`src/xcvr_test_pkg.sv`:
```
// Constants, register map and types of the transceiver reset and test status block.
// Overview of operation
// - Power-down stops coding, interface, recovery, PCIe paths.
// - Reference clock buffers stay powered during power-down.
// - Transmit digital reset holds transmit coding blocks.
// - Receive analog reset resets receiver analog front end.
// - Receive digital reset holds receive coding blocks.
// - Reconfig clock drives offset cancellation except PIPE.
// - Reconfig buses to and from controller; input bus sampled on reconfig clock ticks.
// - Calibration unit runs from its own clock.
// - Calibration power-down input stops the calibration unit.
// - Self-test done on full cycle or error.
// - Pattern-test done on full pattern cycle.
// - Done stays high until receive digital reset.
// - Self-test error sticky until receive digital reset.
// - Pattern-test error lasts three cycles, clears when clean.
package xcvr_test_pkg;
    localparam int ADDR_W = 8;
    localparam int DATA_W = 32;
    localparam logic [7:0] OFS_CTRL = 8'h00;
    localparam logic [7:0] OFS_STATUS = 8'h04;
    localparam logic [7:0] OFS_IRQ_STAT = 8'h08;
    localparam logic [7:0] OFS_IRQ_MASK = 8'h0C;
    localparam logic [7:0] OFS_RCFG_IN = 8'h10;
    localparam logic [7:0] OFS_RCFG_OUT = 8'h14;
    localparam int CTRL_PWRDN = 0;
    localparam int CTRL_TX_RST = 1;
    localparam int CTRL_RX_ANA_RST = 2;
    localparam int CTRL_RX_DIG_RST = 3;
    localparam int CTRL_CAL_PWRDN = 4;
    localparam int CTRL_PIPE = 5;
    localparam int CTRL_MODE_LO = 6;
    localparam int CTRL_W = 8;
    localparam logic [7:0] CTRL_RESET = 8'h1F;
    localparam int ST_DONE = 0;
    localparam int ST_ERR = 1;
    localparam int ST_CAL_DONE = 2;
    localparam int ST_OFS_DONE = 3;
    localparam int ST_W = 4;
    localparam int RST_MIN_CYC = 2;
    localparam int ERR_MIN_CYC = 3;
    localparam int PRBS_LEN = 127;
    localparam int OFS_TICKS = 16;
    localparam int CAL_TICKS = 32;
    typedef enum logic [1:0] {
        MODE_OFF = 2'h0,
        MODE_BIST = 2'h1,
        MODE_PRBS = 2'h2,
        MODE_RSVD = 2'h3
    } test_mode_t;
endpackage

```
`src/xcvr_test_ctrl.sv`:
```
// Reset, power-down, calibration, reconfiguration and test status control of a transceiver group.
//
// The address map and the strobed register port are this design's own decisions.
`timescale 1ns/100ps
module xcvr_test_ctrl
    import xcvr_test_pkg::*;
#(
    parameter int RCFG_W = 16,
    parameter int OFS_TICK_N = OFS_TICKS,
    parameter int CAL_TICK_N = CAL_TICKS
) (
    input wire logic sys_clk_in,
    input wire logic nrst_in,
    input wire logic [ADDR_W-1:0] addr_in,
    input wire logic [DATA_W-1:0] wdata_in,
    input wire logic wr_in,
    input wire logic rd_in,
    output logic [DATA_W-1:0] rdata_out,
    output logic irq_out,
    input wire logic reconfig_clk_in,
    input wire logic [RCFG_W-1:0] reconfig_to_in,
    output logic [RCFG_W-1:0] reconfig_from_out,
    input wire logic cal_clk_in,
    input wire logic rx_bit_valid_in,
    input wire logic rx_bit_in,
    output logic pcs_pwrdn_out,
    output logic high_speed_interface_pwrdn_out,
    output logic cdr_pwrdn_out,
    output logic pcie_pwrdn_out,
    output logic refclk_buf_en_out,
    output logic tx_pcs_rst_out,
    output logic rx_pma_rst_out,
    output logic rx_pcs_rst_out,
    output logic cal_pwrdn_out,
    output logic offset_cancel_run_out,
    output logic test_done_out,
    output logic test_err_out
);
    logic [CTRL_W-1:0] ctrl_q;
    logic [ST_W-1:0] irq_stat_q;
    logic [ST_W-1:0] irq_mask_q;
    logic [RCFG_W-1:0] rcfg_in_q;
    logic [RCFG_W-1:0] rcfg_out_q;
    logic [DATA_W-1:0] rdata_q;
    logic rcfg_clk_q;
    logic cal_clk_q;
    logic [7:0] ofs_cnt_q;
    logic [7:0] cal_cnt_q;
    logic ofs_done_q;
    logic cal_done_q;
    logic [ST_W-1:0] stat_prev_q;
    logic [1:0] rx_rst_age_q;
    logic vf_done;
    logic vf_err;

    wire sel_ctrl = (addr_in == OFS_CTRL);
    wire sel_status = (addr_in == OFS_STATUS);
    wire sel_irq_stat = (addr_in == OFS_IRQ_STAT);
    wire sel_irq_mask = (addr_in == OFS_IRQ_MASK);
    wire sel_rcfg_in = (addr_in == OFS_RCFG_IN);
    wire sel_rcfg_out = (addr_in == OFS_RCFG_OUT);
    wire wr_ctrl = wr_in && sel_ctrl;
    wire wr_mask = wr_in && sel_irq_mask;
    wire wr_rcfg = wr_in && sel_rcfg_out;
    wire rd_irq = rd_in && sel_irq_stat;

    wire block_pwrdn = ctrl_q[CTRL_PWRDN];
    wire pipe_mode = ctrl_q[CTRL_PIPE];
    wire cal_pwrdn = ctrl_q[CTRL_CAL_PWRDN];
    wire test_mode_t mode = test_mode_t'(ctrl_q[CTRL_MODE_LO +: 2]);

    // Power-down also forces every coding-layer reset, so no block wakes mid-state.
    wire tx_rst = ctrl_q[CTRL_TX_RST] || block_pwrdn;
    wire rx_ana_rst = ctrl_q[CTRL_RX_ANA_RST] || block_pwrdn;
    wire rx_dig_rst = ctrl_q[CTRL_RX_DIG_RST] || block_pwrdn;

    // Pin inputs are synchronous, so only one register is needed for edge detection.
    wire rcfg_tick = reconfig_clk_in && !rcfg_clk_q;
    wire cal_tick = cal_clk_in && !cal_clk_q;
    // In PIPE mode offset cancellation is not driven by the reconfiguration clock.
    wire ofs_run = !pipe_mode && !block_pwrdn && !ofs_done_q;
    wire cal_run = !cal_pwrdn && !cal_done_q;

    wire [ST_W-1:0] status = {ofs_done_q, cal_done_q, vf_err, vf_done};
    wire [ST_W-1:0] events = status & ~stat_prev_q;
    wire [ST_W-1:0] irq_stat_d = events | (rd_irq ? {ST_W{1'b0}} : irq_stat_q);

    wire [DATA_W-1:0] rd_mux =
        sel_ctrl ? DATA_W'(ctrl_q) :
        sel_status ? DATA_W'(status) :
        sel_irq_stat ? DATA_W'(irq_stat_q) :
        sel_irq_mask ? DATA_W'(irq_mask_q) :
        sel_rcfg_in ? DATA_W'(rcfg_in_q) :
        sel_rcfg_out ? DATA_W'(rcfg_out_q) : {DATA_W{1'b0}};

    always_ff @(posedge sys_clk_in or negedge nrst_in) begin
        if (!nrst_in) begin
            ctrl_q <= CTRL_RESET;
            irq_mask_q <= {ST_W{1'b0}};
            rcfg_out_q <= {RCFG_W{1'b0}};
        end else begin
            ctrl_q <= wr_ctrl ? wdata_in[CTRL_W-1:0] : ctrl_q;
            irq_mask_q <= wr_mask ? wdata_in[ST_W-1:0] : irq_mask_q;
            rcfg_out_q <= wr_rcfg ? wdata_in[RCFG_W-1:0] : rcfg_out_q;
        end
    end

    always_ff @(posedge sys_clk_in or negedge nrst_in) begin
        if (!nrst_in) begin
            rdata_q <= {DATA_W{1'b0}};
            irq_stat_q <= {ST_W{1'b0}};
            stat_prev_q <= {ST_W{1'b0}};
        end else begin
            rdata_q <= rd_in ? rd_mux : {DATA_W{1'b0}};
            irq_stat_q <= irq_stat_d;
            stat_prev_q <= status;
        end
    end

    always_ff @(posedge sys_clk_in or negedge nrst_in) begin
        if (!nrst_in) begin
            rcfg_clk_q <= 1'b0;
            rcfg_in_q <= {RCFG_W{1'b0}};
        end else begin
            rcfg_clk_q <= reconfig_clk_in;
            rcfg_in_q <= rcfg_tick ? reconfig_to_in : rcfg_in_q;
        end
    end

    always_ff @(posedge sys_clk_in or negedge nrst_in) begin
        if (!nrst_in) begin
            ofs_cnt_q <= 8'h00;
            ofs_done_q <= 1'b0;
        end else if (rx_ana_rst) begin
            ofs_cnt_q <= 8'h00;
            ofs_done_q <= 1'b0;
        end else if (ofs_run && rcfg_tick) begin
            ofs_cnt_q <= ofs_cnt_q + 8'h01;
            ofs_done_q <= (ofs_cnt_q == 8'(OFS_TICK_N - 1));
        end
    end

    always_ff @(posedge sys_clk_in or negedge nrst_in) begin
        if (!nrst_in) begin
            cal_clk_q <= 1'b0;
            cal_cnt_q <= 8'h00;
            cal_done_q <= 1'b0;
        end else begin
            cal_clk_q <= cal_clk_in;
            if (cal_pwrdn) begin
                cal_cnt_q <= 8'h00;
                cal_done_q <= 1'b0;
            end else if (cal_run && cal_tick) begin
                cal_cnt_q <= cal_cnt_q + 8'h01;
                cal_done_q <= (cal_cnt_q == 8'(CAL_TICK_N - 1));
            end
        end
    end

    // Software makes each reset pulse; this age counter only serves the width check below.
    always_ff @(posedge sys_clk_in or negedge nrst_in) begin
        if (!nrst_in) begin
            rx_rst_age_q <= 2'h0;
        end else begin
            rx_rst_age_q <= !rx_dig_rst ? 2'h0 : ((rx_rst_age_q == 2'h3) ? 2'h3 : rx_rst_age_q + 2'h1);
        end
    end

    prbs_verifier #(
        .PAT_LEN(PRBS_LEN)
    ) u_verifier (
        .sys_clk_in(sys_clk_in),
        .nrst_in(nrst_in),
        .clear_in(rx_dig_rst),
        .mode_in(mode),
        .bit_valid_in(rx_bit_valid_in && !rx_ana_rst),
        .bit_in(rx_bit_in),
        .done_out(vf_done),
        .err_out(vf_err)
    );

    assign rdata_out = rdata_q;
    assign irq_out = |(irq_stat_q & irq_mask_q);
    assign pcs_pwrdn_out = block_pwrdn;
    assign high_speed_interface_pwrdn_out = block_pwrdn;
    assign cdr_pwrdn_out = block_pwrdn;
    assign pcie_pwrdn_out = block_pwrdn;
    assign refclk_buf_en_out = 1'b1;
    assign tx_pcs_rst_out = tx_rst;
    assign rx_pma_rst_out = rx_ana_rst;
    assign rx_pcs_rst_out = rx_dig_rst;
    assign cal_pwrdn_out = cal_pwrdn;
    assign offset_cancel_run_out = ofs_run;
    assign reconfig_from_out = rcfg_out_q;
    assign test_done_out = vf_done;
    assign test_err_out = vf_err;

    pwrdn_all_a: assert property (@(posedge sys_clk_in) disable iff (!nrst_in)
        block_pwrdn |-> (pcs_pwrdn_out && cdr_pwrdn_out && pcie_pwrdn_out && rx_pcs_rst_out))
        else $error("power-down left a path running");
    refclk_on_a: assert property (@(posedge sys_clk_in) disable iff (!nrst_in)
        refclk_buf_en_out)
        else $error("reference clock buffer disabled");
    tx_rst_hold_a: assert property (@(posedge sys_clk_in) disable iff (!nrst_in)
        ctrl_q[CTRL_TX_RST] |-> tx_pcs_rst_out)
        else $error("transmit reset not driven");
    rx_ana_hold_a: assert property (@(posedge sys_clk_in) disable iff (!nrst_in)
        rx_pma_rst_out |=> (!ofs_done_q && ofs_cnt_q == 8'h00))
        else $error("analog reset did not restart offset cancellation");
    rx_clear_a: assert property (@(posedge sys_clk_in) disable iff (!nrst_in)
        rx_pcs_rst_out |=> (!test_done_out && !test_err_out))
        else $error("receive reset did not clear test flags");
    rst_width_a: assert property (@(posedge sys_clk_in) disable iff (!nrst_in)
        $fell(rx_dig_rst) |-> (rx_rst_age_q >= 2'(RST_MIN_CYC)))
        else $error("receive reset pulse shorter than two cycles");
    pipe_ofs_a: assert property (@(posedge sys_clk_in) disable iff (!nrst_in)
        (pipe_mode && !rx_ana_rst) |=> $stable(ofs_cnt_q))
        else $error("offset cancellation ran in PIPE mode");
    rcfg_sample_a: assert property (@(posedge sys_clk_in) disable iff (!nrst_in)
        rcfg_tick |=> (rcfg_in_q == $past(reconfig_to_in)))
        else $error("reconfig bus not sampled on its clock");
    cal_pwrdn_a: assert property (@(posedge sys_clk_in) disable iff (!nrst_in)
        cal_pwrdn |=> (cal_cnt_q == 8'h00 && !cal_done_q))
        else $error("calibration ran while powered down");
    cal_clock_a: assert property (@(posedge sys_clk_in) disable iff (!nrst_in)
        (!cal_tick && !cal_pwrdn) |=> $stable(cal_cnt_q))
        else $error("calibration advanced without its clock");
    done_hold_a: assert property (@(posedge sys_clk_in) disable iff (!nrst_in)
        (test_done_out && !rx_pcs_rst_out) |=> test_done_out)
        else $error("done fell without receive reset");
    irq_read_a: assert property (@(posedge sys_clk_in) disable iff (!nrst_in)
        (rd_irq && events == {ST_W{1'b0}}) |=> (irq_stat_q == {ST_W{1'b0}}))
        else $error("status read did not clear interrupts");

    cover property (@(posedge sys_clk_in) disable iff (!nrst_in) $rose(irq_out));
    cover property (@(posedge sys_clk_in) disable iff (!nrst_in) $rose(ofs_done_q));
    cover property (@(posedge sys_clk_in) disable iff (!nrst_in) $rose(cal_done_q));
endmodule

```
`src/prbs_verifier.sv`:
```
// Serial PRBS7 verifier with done and error flags for self-test and pattern-test modes.
`timescale 1ns/100ps
module prbs_verifier
    import xcvr_test_pkg::*;
#(
    parameter int PAT_LEN = PRBS_LEN
) (
    input wire logic sys_clk_in,
    input wire logic nrst_in,
    input wire logic clear_in,
    input wire test_mode_t mode_in,
    input wire logic bit_valid_in,
    input wire logic bit_in,
    output logic done_out,
    output logic err_out
);
    logic [6:0] sr_q;
    logic [2:0] seed_q;
    logic [7:0] cnt_q;
    logic [1:0] hold_q;
    logic seq_bad_q;
    logic done_q;
    logic err_q;
    wire active = (mode_in == MODE_BIST) || (mode_in == MODE_PRBS);
    wire seeded = (seed_q == 3'h7);
    wire check = active && bit_valid_in && seeded;
    wire mismatch = check && (bit_in != (sr_q[6] ^ sr_q[5]));
    wire cycle_end = check && (cnt_q == 8'(PAT_LEN - 1));
    wire bist = (mode_in == MODE_BIST);
    wire prbs = (mode_in == MODE_PRBS);
    wire done_set = (bist && (cycle_end || mismatch)) || (prbs && cycle_end);
    wire prbs_clean_end = prbs && cycle_end && !seq_bad_q && !mismatch && (hold_q == 2'h0);
    always_ff @(posedge sys_clk_in or negedge nrst_in) begin
        if (!nrst_in) begin
            sr_q <= 7'h00;
            seed_q <= 3'h0;
            cnt_q <= 8'h00;
        end else if (clear_in || !active) begin
            sr_q <= 7'h00;
            seed_q <= 3'h0;
            cnt_q <= 8'h00;
        end else if (bit_valid_in) begin
            sr_q <= {sr_q[5:0], bit_in};
            seed_q <= seeded ? seed_q : seed_q + 3'h1;
            cnt_q <= (!seeded || cycle_end) ? 8'h00 : cnt_q + 8'h01;
        end
    end
    always_ff @(posedge sys_clk_in or negedge nrst_in) begin
        if (!nrst_in) begin
            done_q <= 1'b0;
            err_q <= 1'b0;
            hold_q <= 2'h0;
            seq_bad_q <= 1'b0;
        end else if (clear_in) begin
            done_q <= 1'b0;
            err_q <= 1'b0;
            hold_q <= 2'h0;
            seq_bad_q <= 1'b0;
        end else begin
            done_q <= done_q || done_set;
            if (mismatch) begin
                err_q <= 1'b1;
                hold_q <= 2'(ERR_MIN_CYC - 1);
            end else begin
                err_q <= prbs_clean_end ? 1'b0 : err_q;
                hold_q <= (hold_q != 2'h0) ? hold_q - 2'h1 : 2'h0;
            end
            seq_bad_q <= cycle_end ? 1'b0 : (seq_bad_q || mismatch);
        end
    end
    assign done_out = done_q;
    assign err_out = err_q;

    pattern_done_a: assert property (@(posedge sys_clk_in) disable iff (!nrst_in)
        (prbs && cycle_end && !clear_in) |=> done_out)
        else $error("done did not rise at pattern cycle end");
    bist_err_a: assert property (@(posedge sys_clk_in) disable iff (!nrst_in)
        (bist && mismatch && !clear_in) |=> (done_out && err_out))
        else $error("self-test error did not raise done and error");
    err_sticky_a: assert property (@(posedge sys_clk_in) disable iff (!nrst_in)
        (err_out && bist && !clear_in) |=> err_out)
        else $error("self-test error dropped without clear");
    err_min_a: assert property (@(posedge sys_clk_in) disable iff (!nrst_in)
        (prbs && $rose(err_out)) |-> (err_out || clear_in) [*3])
        else $error("pattern-test error shorter than three cycles");
    cover property (@(posedge sys_clk_in) disable iff (!nrst_in) prbs && $fell(err_out));
    cover property (@(posedge sys_clk_in) disable iff (!nrst_in) bist && $rose(done_out) && !err_out);
endmodule

```
`config.mk`:
```
export PLATFORM = sky130hd
export DESIGN_NAME = xcvr_test_ctrl
export DESIGN_NICKNAME = d
export VERILOG_FILES = /design/src/xcvr_test_pkg.sv /design/src/xcvr_test_ctrl.sv /design/src/prbs_verifier.sv
export SDC_FILE = /design/constraint.sdc
export NUM_CORES = 1
export LEC_CHECK = 0
export ABC_CLOCK_PERIOD_IN_PS = 5130
export BUFFER_PORTS_ARGS = -buffer_cell sky130_fd_sc_hd__buf_4
export CAP_MARGIN = 20
export CORE_ASPECT_RATIO = 1.1
export CORE_MARGIN = 2
export CORE_UTILIZATION = 49
export CTS_CLUSTER_SIZE = 28
export DETAILED_ROUTE_END_ITERATION = 8
export HOLD_SLACK_MARGIN = 0.06
export PLACE_DENSITY = 0.71
export SETUP_SLACK_MARGIN = 0.5
export SYNTH_ARGS = -nofsm -noshare
export SYNTH_HDL_FRONTEND = slang
export SYNTH_SLANG_ARGS = --single-unit
```
`constraint.sdc`:
```
create_clock -name sys_clk_in -period 5.13 [get_ports sys_clk_in]
set_input_delay 0.2565 -clock sys_clk_in [delete_from_list [all_inputs] [get_ports sys_clk_in]]
set_output_delay 0.2565 -clock sys_clk_in [all_outputs]
set_load 0.05 [all_outputs]
```
Word-level counts from Yosys, hierarchy flattened:

Cells that the tools add are included.

* add/sub/neg operators: 5
* multiply operators: 0
* div/mod/pow operators: 0
* order comparisons: 0
* equal/unequal tests: 13
* shift-type cells: 0
* muxes and demuxes: 33
* bitwise logic cells: 5
* reductions and logical operators: 52

Operators by type and width (count)
* 16-bit 2-to-1 mux: 7
* 8-bit 2-to-1 mux: 7
* 8-bit by 1-bit adder with 8-bit output, second input constant: 3
* 8-bit by 4-bit equality test with 1-bit output, second input constant: 3
* 8-bit by 5-bit equality test with 1-bit output, second input constant: 3
* 1-bit logical AND: 21
* 7-bit 2-to-1 mux: 2
* 1-bit zero test: 12
* 1-bit logical OR: 10
* 1-bit 2-to-1 mux: 10
* 3-bit 2-to-1 mux: 3
* 4-bit bitwise AND: 2
* 8-bit by 3-bit equality test with 1-bit output, second input constant: 1
* 8-bit by 7-bit equality test with 1-bit output, second input constant: 1
* 8-bit zero test: 1
* 2-bit nonzero test: 4
* 2-bit 2-to-1 mux: 3
* 4-bit 2-to-1 mux: 1
* 4-bit inverter: 1
* 4-bit bitwise OR: 1
* 4-bit OR reduction: 1
* 3-bit by 1-bit adder with 3-bit output, second input constant: 1
* 3-bit equality test, second input constant: 1
* 3-bit nonzero test: 1
* other kinds (8): 8

* register bits after elaboration: 111
* latch bits: 0
* bits in writable memories: 0
* ROM bits: 0
* bits of input ports: 64
* output and inout port bits: 61
* word-level logic and storage cells: 128
* memories kept: 0

Depth between registers and ports, before layout:

* word-level depth: 13
* mapped depth: 7
* mapped depth without buffers: 6

Modules after synthesis:

Synthesis repeated with hierarchy kept, for this count alone.

* cells, all modules: 488
* area total of the unflattened synthesis: 5222.5 µm²

By module, submodules not included
* xcvr_test_ctrl: instances 1, cells each 368, area an instance 4038.9 µm², seq. area each 2208.4 µm²
* prbs_verifier: instances 1, cells each 120, area an instance 1183.6 µm², seq. area each 575.6 µm²

Worst setup path after synthesis:

OpenSTA, ideal clock, no wires.

* kind: register to register
* from: register ctrl_q[0]
* to: register ofs_cnt_q[0]
* library setup time: 156 ps
* arrival time: 2284 ps
* data required time: 4974 ps
* slack: 2690 ps
* stages on the path, launching flop included: 6
* path buffers: 1
* clock period less this slack: 2440 ps
* path through: dfstp_2 clkbuf_1 nor3_1 nand2_1 xor2_1 nor2_1

* cells in the longest elaborated chain, start to end: 5
* elaborated cells on any way between the ends: 7
* classes of those cells: mux: 1; reduce/logical: 6

Ends and longest elaborated chain
* from (decl): RTL line xcvr_test_ctrl.sv:39 `logic [CTRL_W-1:0] ctrl_q;`
* from (signal assigned): RTL line xcvr_test_ctrl.sv:102 `ctrl_q <= wr_ctrl ? wdata_in[CTRL_W-1:0] : ctrl_q;`
* 1-bit zero test: RTL line xcvr_test_ctrl.sv:81 `wire ofs_run = !pipe_mode && !block_pwrdn && !ofs_done_q;`
* 1-bit logical AND (2 in series): RTL line xcvr_test_ctrl.sv:81
* net offset_cancel_run_out: RTL line xcvr_test_ctrl.sv:35 `output logic offset_cancel_run_out,`
* 1-bit logical AND: RTL line xcvr_test_ctrl.sv:137 `end else if (ofs_run && rcfg_tick) begin`
* 2-bit nonzero test (no source line)
* to (signal assigned): RTL line xcvr_test_ctrl.sv:138 `ofs_cnt_q <= ofs_cnt_q + 8'h01;`
* to (decl): RTL line xcvr_test_ctrl.sv:47 `logic [7:0] ofs_cnt_q;`

The timed path passes the listed nets, and every way through them passes these cells.
A chain may end at the register's enable or synchronous reset.

Worst setup path after layout:

* from: register ctrl_q[6]
* to: register u_verifier.cnt_q[4]

* cells in the longest elaborated chain, start to end: 9
* elaborated cells on any way between the ends: 13
* classes of those cells: eq/ne: 2; mux: 3; reduce/logical: 8

Ends and longest elaborated chain
* 2-bit by 1-bit equality test with 1-bit output / 2-bit equality test (equally long branches): RTL line prbs_verifier.sv:24 `wire active = (mode_in == MODE_BIST) || (mode_in == MODE_PRBS);`
* 1-bit logical OR *: RTL line prbs_verifier.sv:24
* 1-bit logical AND (2 in series): RTL line prbs_verifier.sv:26 `wire check = active && bit_valid_in && seeded;`
* 1-bit logical AND: RTL line prbs_verifier.sv:28 `wire cycle_end = check && (cnt_q == 8'(PAT_LEN - 1));`
* 1-bit logical OR: RTL line prbs_verifier.sv:45 `cnt_q <= (!seeded || cycle_end) ? 8'h00 : cnt_q + 8'h01;`
* 8-bit 2-to-1 mux: RTL line prbs_verifier.sv:45
* 8-bit 2-to-1 mux: RTL line prbs_verifier.sv:42 `end else if (bit_valid_in) begin`
* 8-bit 2-to-1 mux: RTL line prbs_verifier.sv:38 `end else if (clear_in || !active) begin`
* to (signal assigned): RTL line prbs_verifier.sv:45
* to (decl): RTL line prbs_verifier.sv:19 `logic [7:0] cnt_q;`

Mark *: on every way between the ends. The rest lies on a longest branch, timed or not. The select of a mux whose other input is x is not followed.

==> metrics.md <==
| Metric | Value |
|---|---|
| Leakage | 3.02 nW |
| Core Region | 10,300 um^2 |
| HP Class | in2reg |
| Period utilisation layout | 46.1% |
| Slew margin rel. | 27.0% |
| Final core occ | 60.0% |
| H-tree depth | 3 |
| Half-perimeter wire length after placement | 7650 um |
| VDD IR-drop max | 0.198 mV |
| Switching Share | 28.2% |
| Critical Path RT | 5.40 ns |
| Clk buf depth | 2 |
| # setup viols final | 0 |
| Internal | 1.47 mW |
| Insertion delay to the later sink of the worst-skew pair | 0.35 ns |
| RePlAce Congestion | 0.852 |
| Largest net degree at the start of global routing | 58 |
| Clock transition at path regs | 0.08 ns |
| Total GRT Usage | 20.4% |
| Initial antenna violation count | 0 |
| Post-synth EDFFs | 0 |
| Max cap viols | 0 |
| Reg-to-Reg Start | ctrl_q[6] |
| Tmin final | 2.37 ns |
| DR vias/cell | 5.43 |
| Outcome | complete, no violations |
| Die ar. | 11,400 um^2 |
| Hold Fails Final Rpt | 0 |
| Final #Nets | 590 |
| CTS tree | yes |
| CP Capture Type | register |
| Syn_area_per_cell | 11.9 um^2 |
| Vias in the first global route | 3,672 |
| Unrepaired setup endpoints after global routing | false |
| First-pass GRT wire length | 18,200 um |
| Cell Rows | 39 |
| FMAX | 0.423 GHz |
| Crit Path Category | reg2reg |
| DRT iter0 DRCs | 156 |
| Wire per inst | 16.3 um |
| GRT overflow | 0 |
| Initial Utilization | 50.0% |
| Mapped Cells | 433 |
| Synth-to-Final Area Change | 20.1% |
| TNS Setup | 0 ns |
| Drt pass-1 iters | 4 |
| Most frequent cells in the layout | dfrtp_1 (106), buf_4 (92), mux2_2 (41) |
| # diodes | 0 |
| DIE WIDTH | 102 um |
| Post-CTS Resized | 0 |
| Largest cells by area after synthesis | dfrtp_1 (51%), mux2_2 (8.9%), buf_4 (2.9%) |
| Final wirelength | 10,800 um |
| Post-route DRC violation count | 0 |
| Root Driver | clkbuf_16 |
| ANT nets after route | 0 |
| Sequential Power Share | 49.7% |
| Ys async rst share | 100% |
| FILL cells | 890 |
| Synth warn | 0 |
| Clock power share | 34.5% |
| Slew Viols, Final | 0 |
| Actual transition at the worst max-transition pin | 1.09 ns |
| # clock sinks | 111 |
| Synth Flop Type | dfrtp_1 |
| Ratio of cells with drive above 1 in the final layout | 32.7% |
| CTS Buf Count | 9 |
| Port Buf Inserts | 91 |
| Seq/Total Area, Yosys | 53.9% |
| Net Switching | 0.575 mW |
| FF+latch count, synth | 111 |
| Synth cell types | 54 |
| Crit Path Max Fanout | 13 |
| Worst hold start | reconfig_to_in[3] |
| Die H | 112 um |
| Mapped cell area | 5170 um^2 |
| Most common cell after layout, fill and taps aside | dfrtp_1 |
| Logic pwr share | 15.8% |
| Critical path origin | ctrl_q[6] |
| Post-synth top area cell | dfrtp_1 |
| Power Density | 329 nW/um^2 |
| Element type at the critical path start | register |
| Post-synth top area share | 51.3% |
| Clock skew | 0.0114 ns |
| IO Pins | 125 |
| DR vias | 3,616 |
| Crit path arrival time | 2.64 ns |
power by group through the flow:
stage	clock network (mW)	registers [mW]	logic, mW
2_1_floorplan	0	1.03	0.212
3_3_place_gp	0	1.02	0.314
3_5_place_dp	0	1.03	0.322
4_1_cts	0.721	1.01	0.326
5_1_grt	0.760	1.03	0.355
6_report	0.705	1.01	0.323
flip-flops by register name (all words and copies together), names as in the netlist, 7 cells and up:
signal             flops
rcfg_in_q             16
u_verifier.sr_q        7
u_verifier.cnt_q       8
reconfig_from_out     16
ctrl_q                 8
ofs_cnt_q              8
rdata_out             16
cal_cnt_q              8
worst max-delay path: stages, from the launching register on:
cell,delay (ns)
dfrtp_1,0.39
inv_1,0.06
ha_1,0.33
or3_1,0.45
nor2_1,0.68
a31oi_1,0.22
nor2_1,0.17
kinds of logic (layout without fill, tap and decap cells):
| family | after synthesis | count (layout) | synth area share [%] |
|---|---|---|---|
| other | 2 | 17 | 0.145 |
| muxes | 64 | 64 | 14.4 |
| DFF | 111 | 111 | 53.9 |
| adders and majority gates | 8 | 8 | 1.94 |
| AOI/OAI and AO/OA | 61 | 61 | 8.23 |
| and+or+nand+nor | 121 | 121 | 13.0 |
| buffers and inverters | 45 | 120 | 4.94 |
| xor gates and xnor gates | 21 | 21 | 3.56 |
final timing paths:
path                                          to  slack, ns  depth (start not counted)
min in group asynchronous   reconfig_from_out[5]       0.49                          2
max in group asynchronous  reconfig_from_out[11]       3.49                          3
min reg2reg                        irq_stat_q[3]       0.41                          1
min                                 rcfg_in_q[3]       0.14                          2
max reg2reg                  u_verifier.cnt_q[4]       2.76                          6
max                          u_verifier.cnt_q[4]       2.76                          6
area by class of cell:
type | count | area, um^2 | area share, %
clock buffer | 10 | 229 | 3.69
clock inverter | 6 | 73.8 | 1.19
inverter | 9 | 33.8 | 0.544
multi-input combinational | 292 | 2190 | 35.2
sequential | 111 | 2780 | 44.8
tap | 143 | 179 | 2.88
timing repair buffer | 95 | 721 | 11.6
cells in the mapped netlist, types with 6 or more instances:
library cell and n:
mux2i_1 13, o21ai_0 16, a22o_1 11, nand2_1 21
dfrtp_1 106, mux2_4 10, ha_1 8, a21oi_1 8
inv_1 9, clkbuf_1 11, nand3_1 7, nor2_1 35
nand4_1 6, nor2b_1 7, buf_4 20, mux2_2 41
xor2_1 16, nor3_1 6
stage by stage:
stage          instances  total power, mW  setup WS [ns]  hold WS, ns  instance area [um^2]
3_5_place_dp         647             1.35           2.75        0.358                  5880
6_report             666             2.04           2.76        0.137                  6210
2_1_floorplan        448             1.25           2.69      -0.0391                  5230
5_1_grt              666             2.14           2.51        0.136                  6210
3_3_place_gp         647             1.34           2.85        0.352                  5880
4_1_cts              666             2.06           2.74        0.133                  6210
per-layer routing:
| metal | global-route usage [%] | routed length (um) | up-vias | share of wire, % |
|---|---|---|---|---|
| li1 | - | - | 1676 | - |
| met1 | 27.7 | 4690 | 1800 | 43 |
| met2 | 32.2 | 5170 | 126 | 48 |
| met3 | 4.52 | 762 | 14 | 7.0 |
| met4 | 7.73 | 204 | 0 | 1.9 |
| met5 | 0 | 0 | - | 0 |
timing repair:
action,in CTS,in global routing
buffers inserted,0,0
hold endpoints to repair,54,0
hold buffers,3,0
No activity file was read; power rests on OpenSTA's default activity.
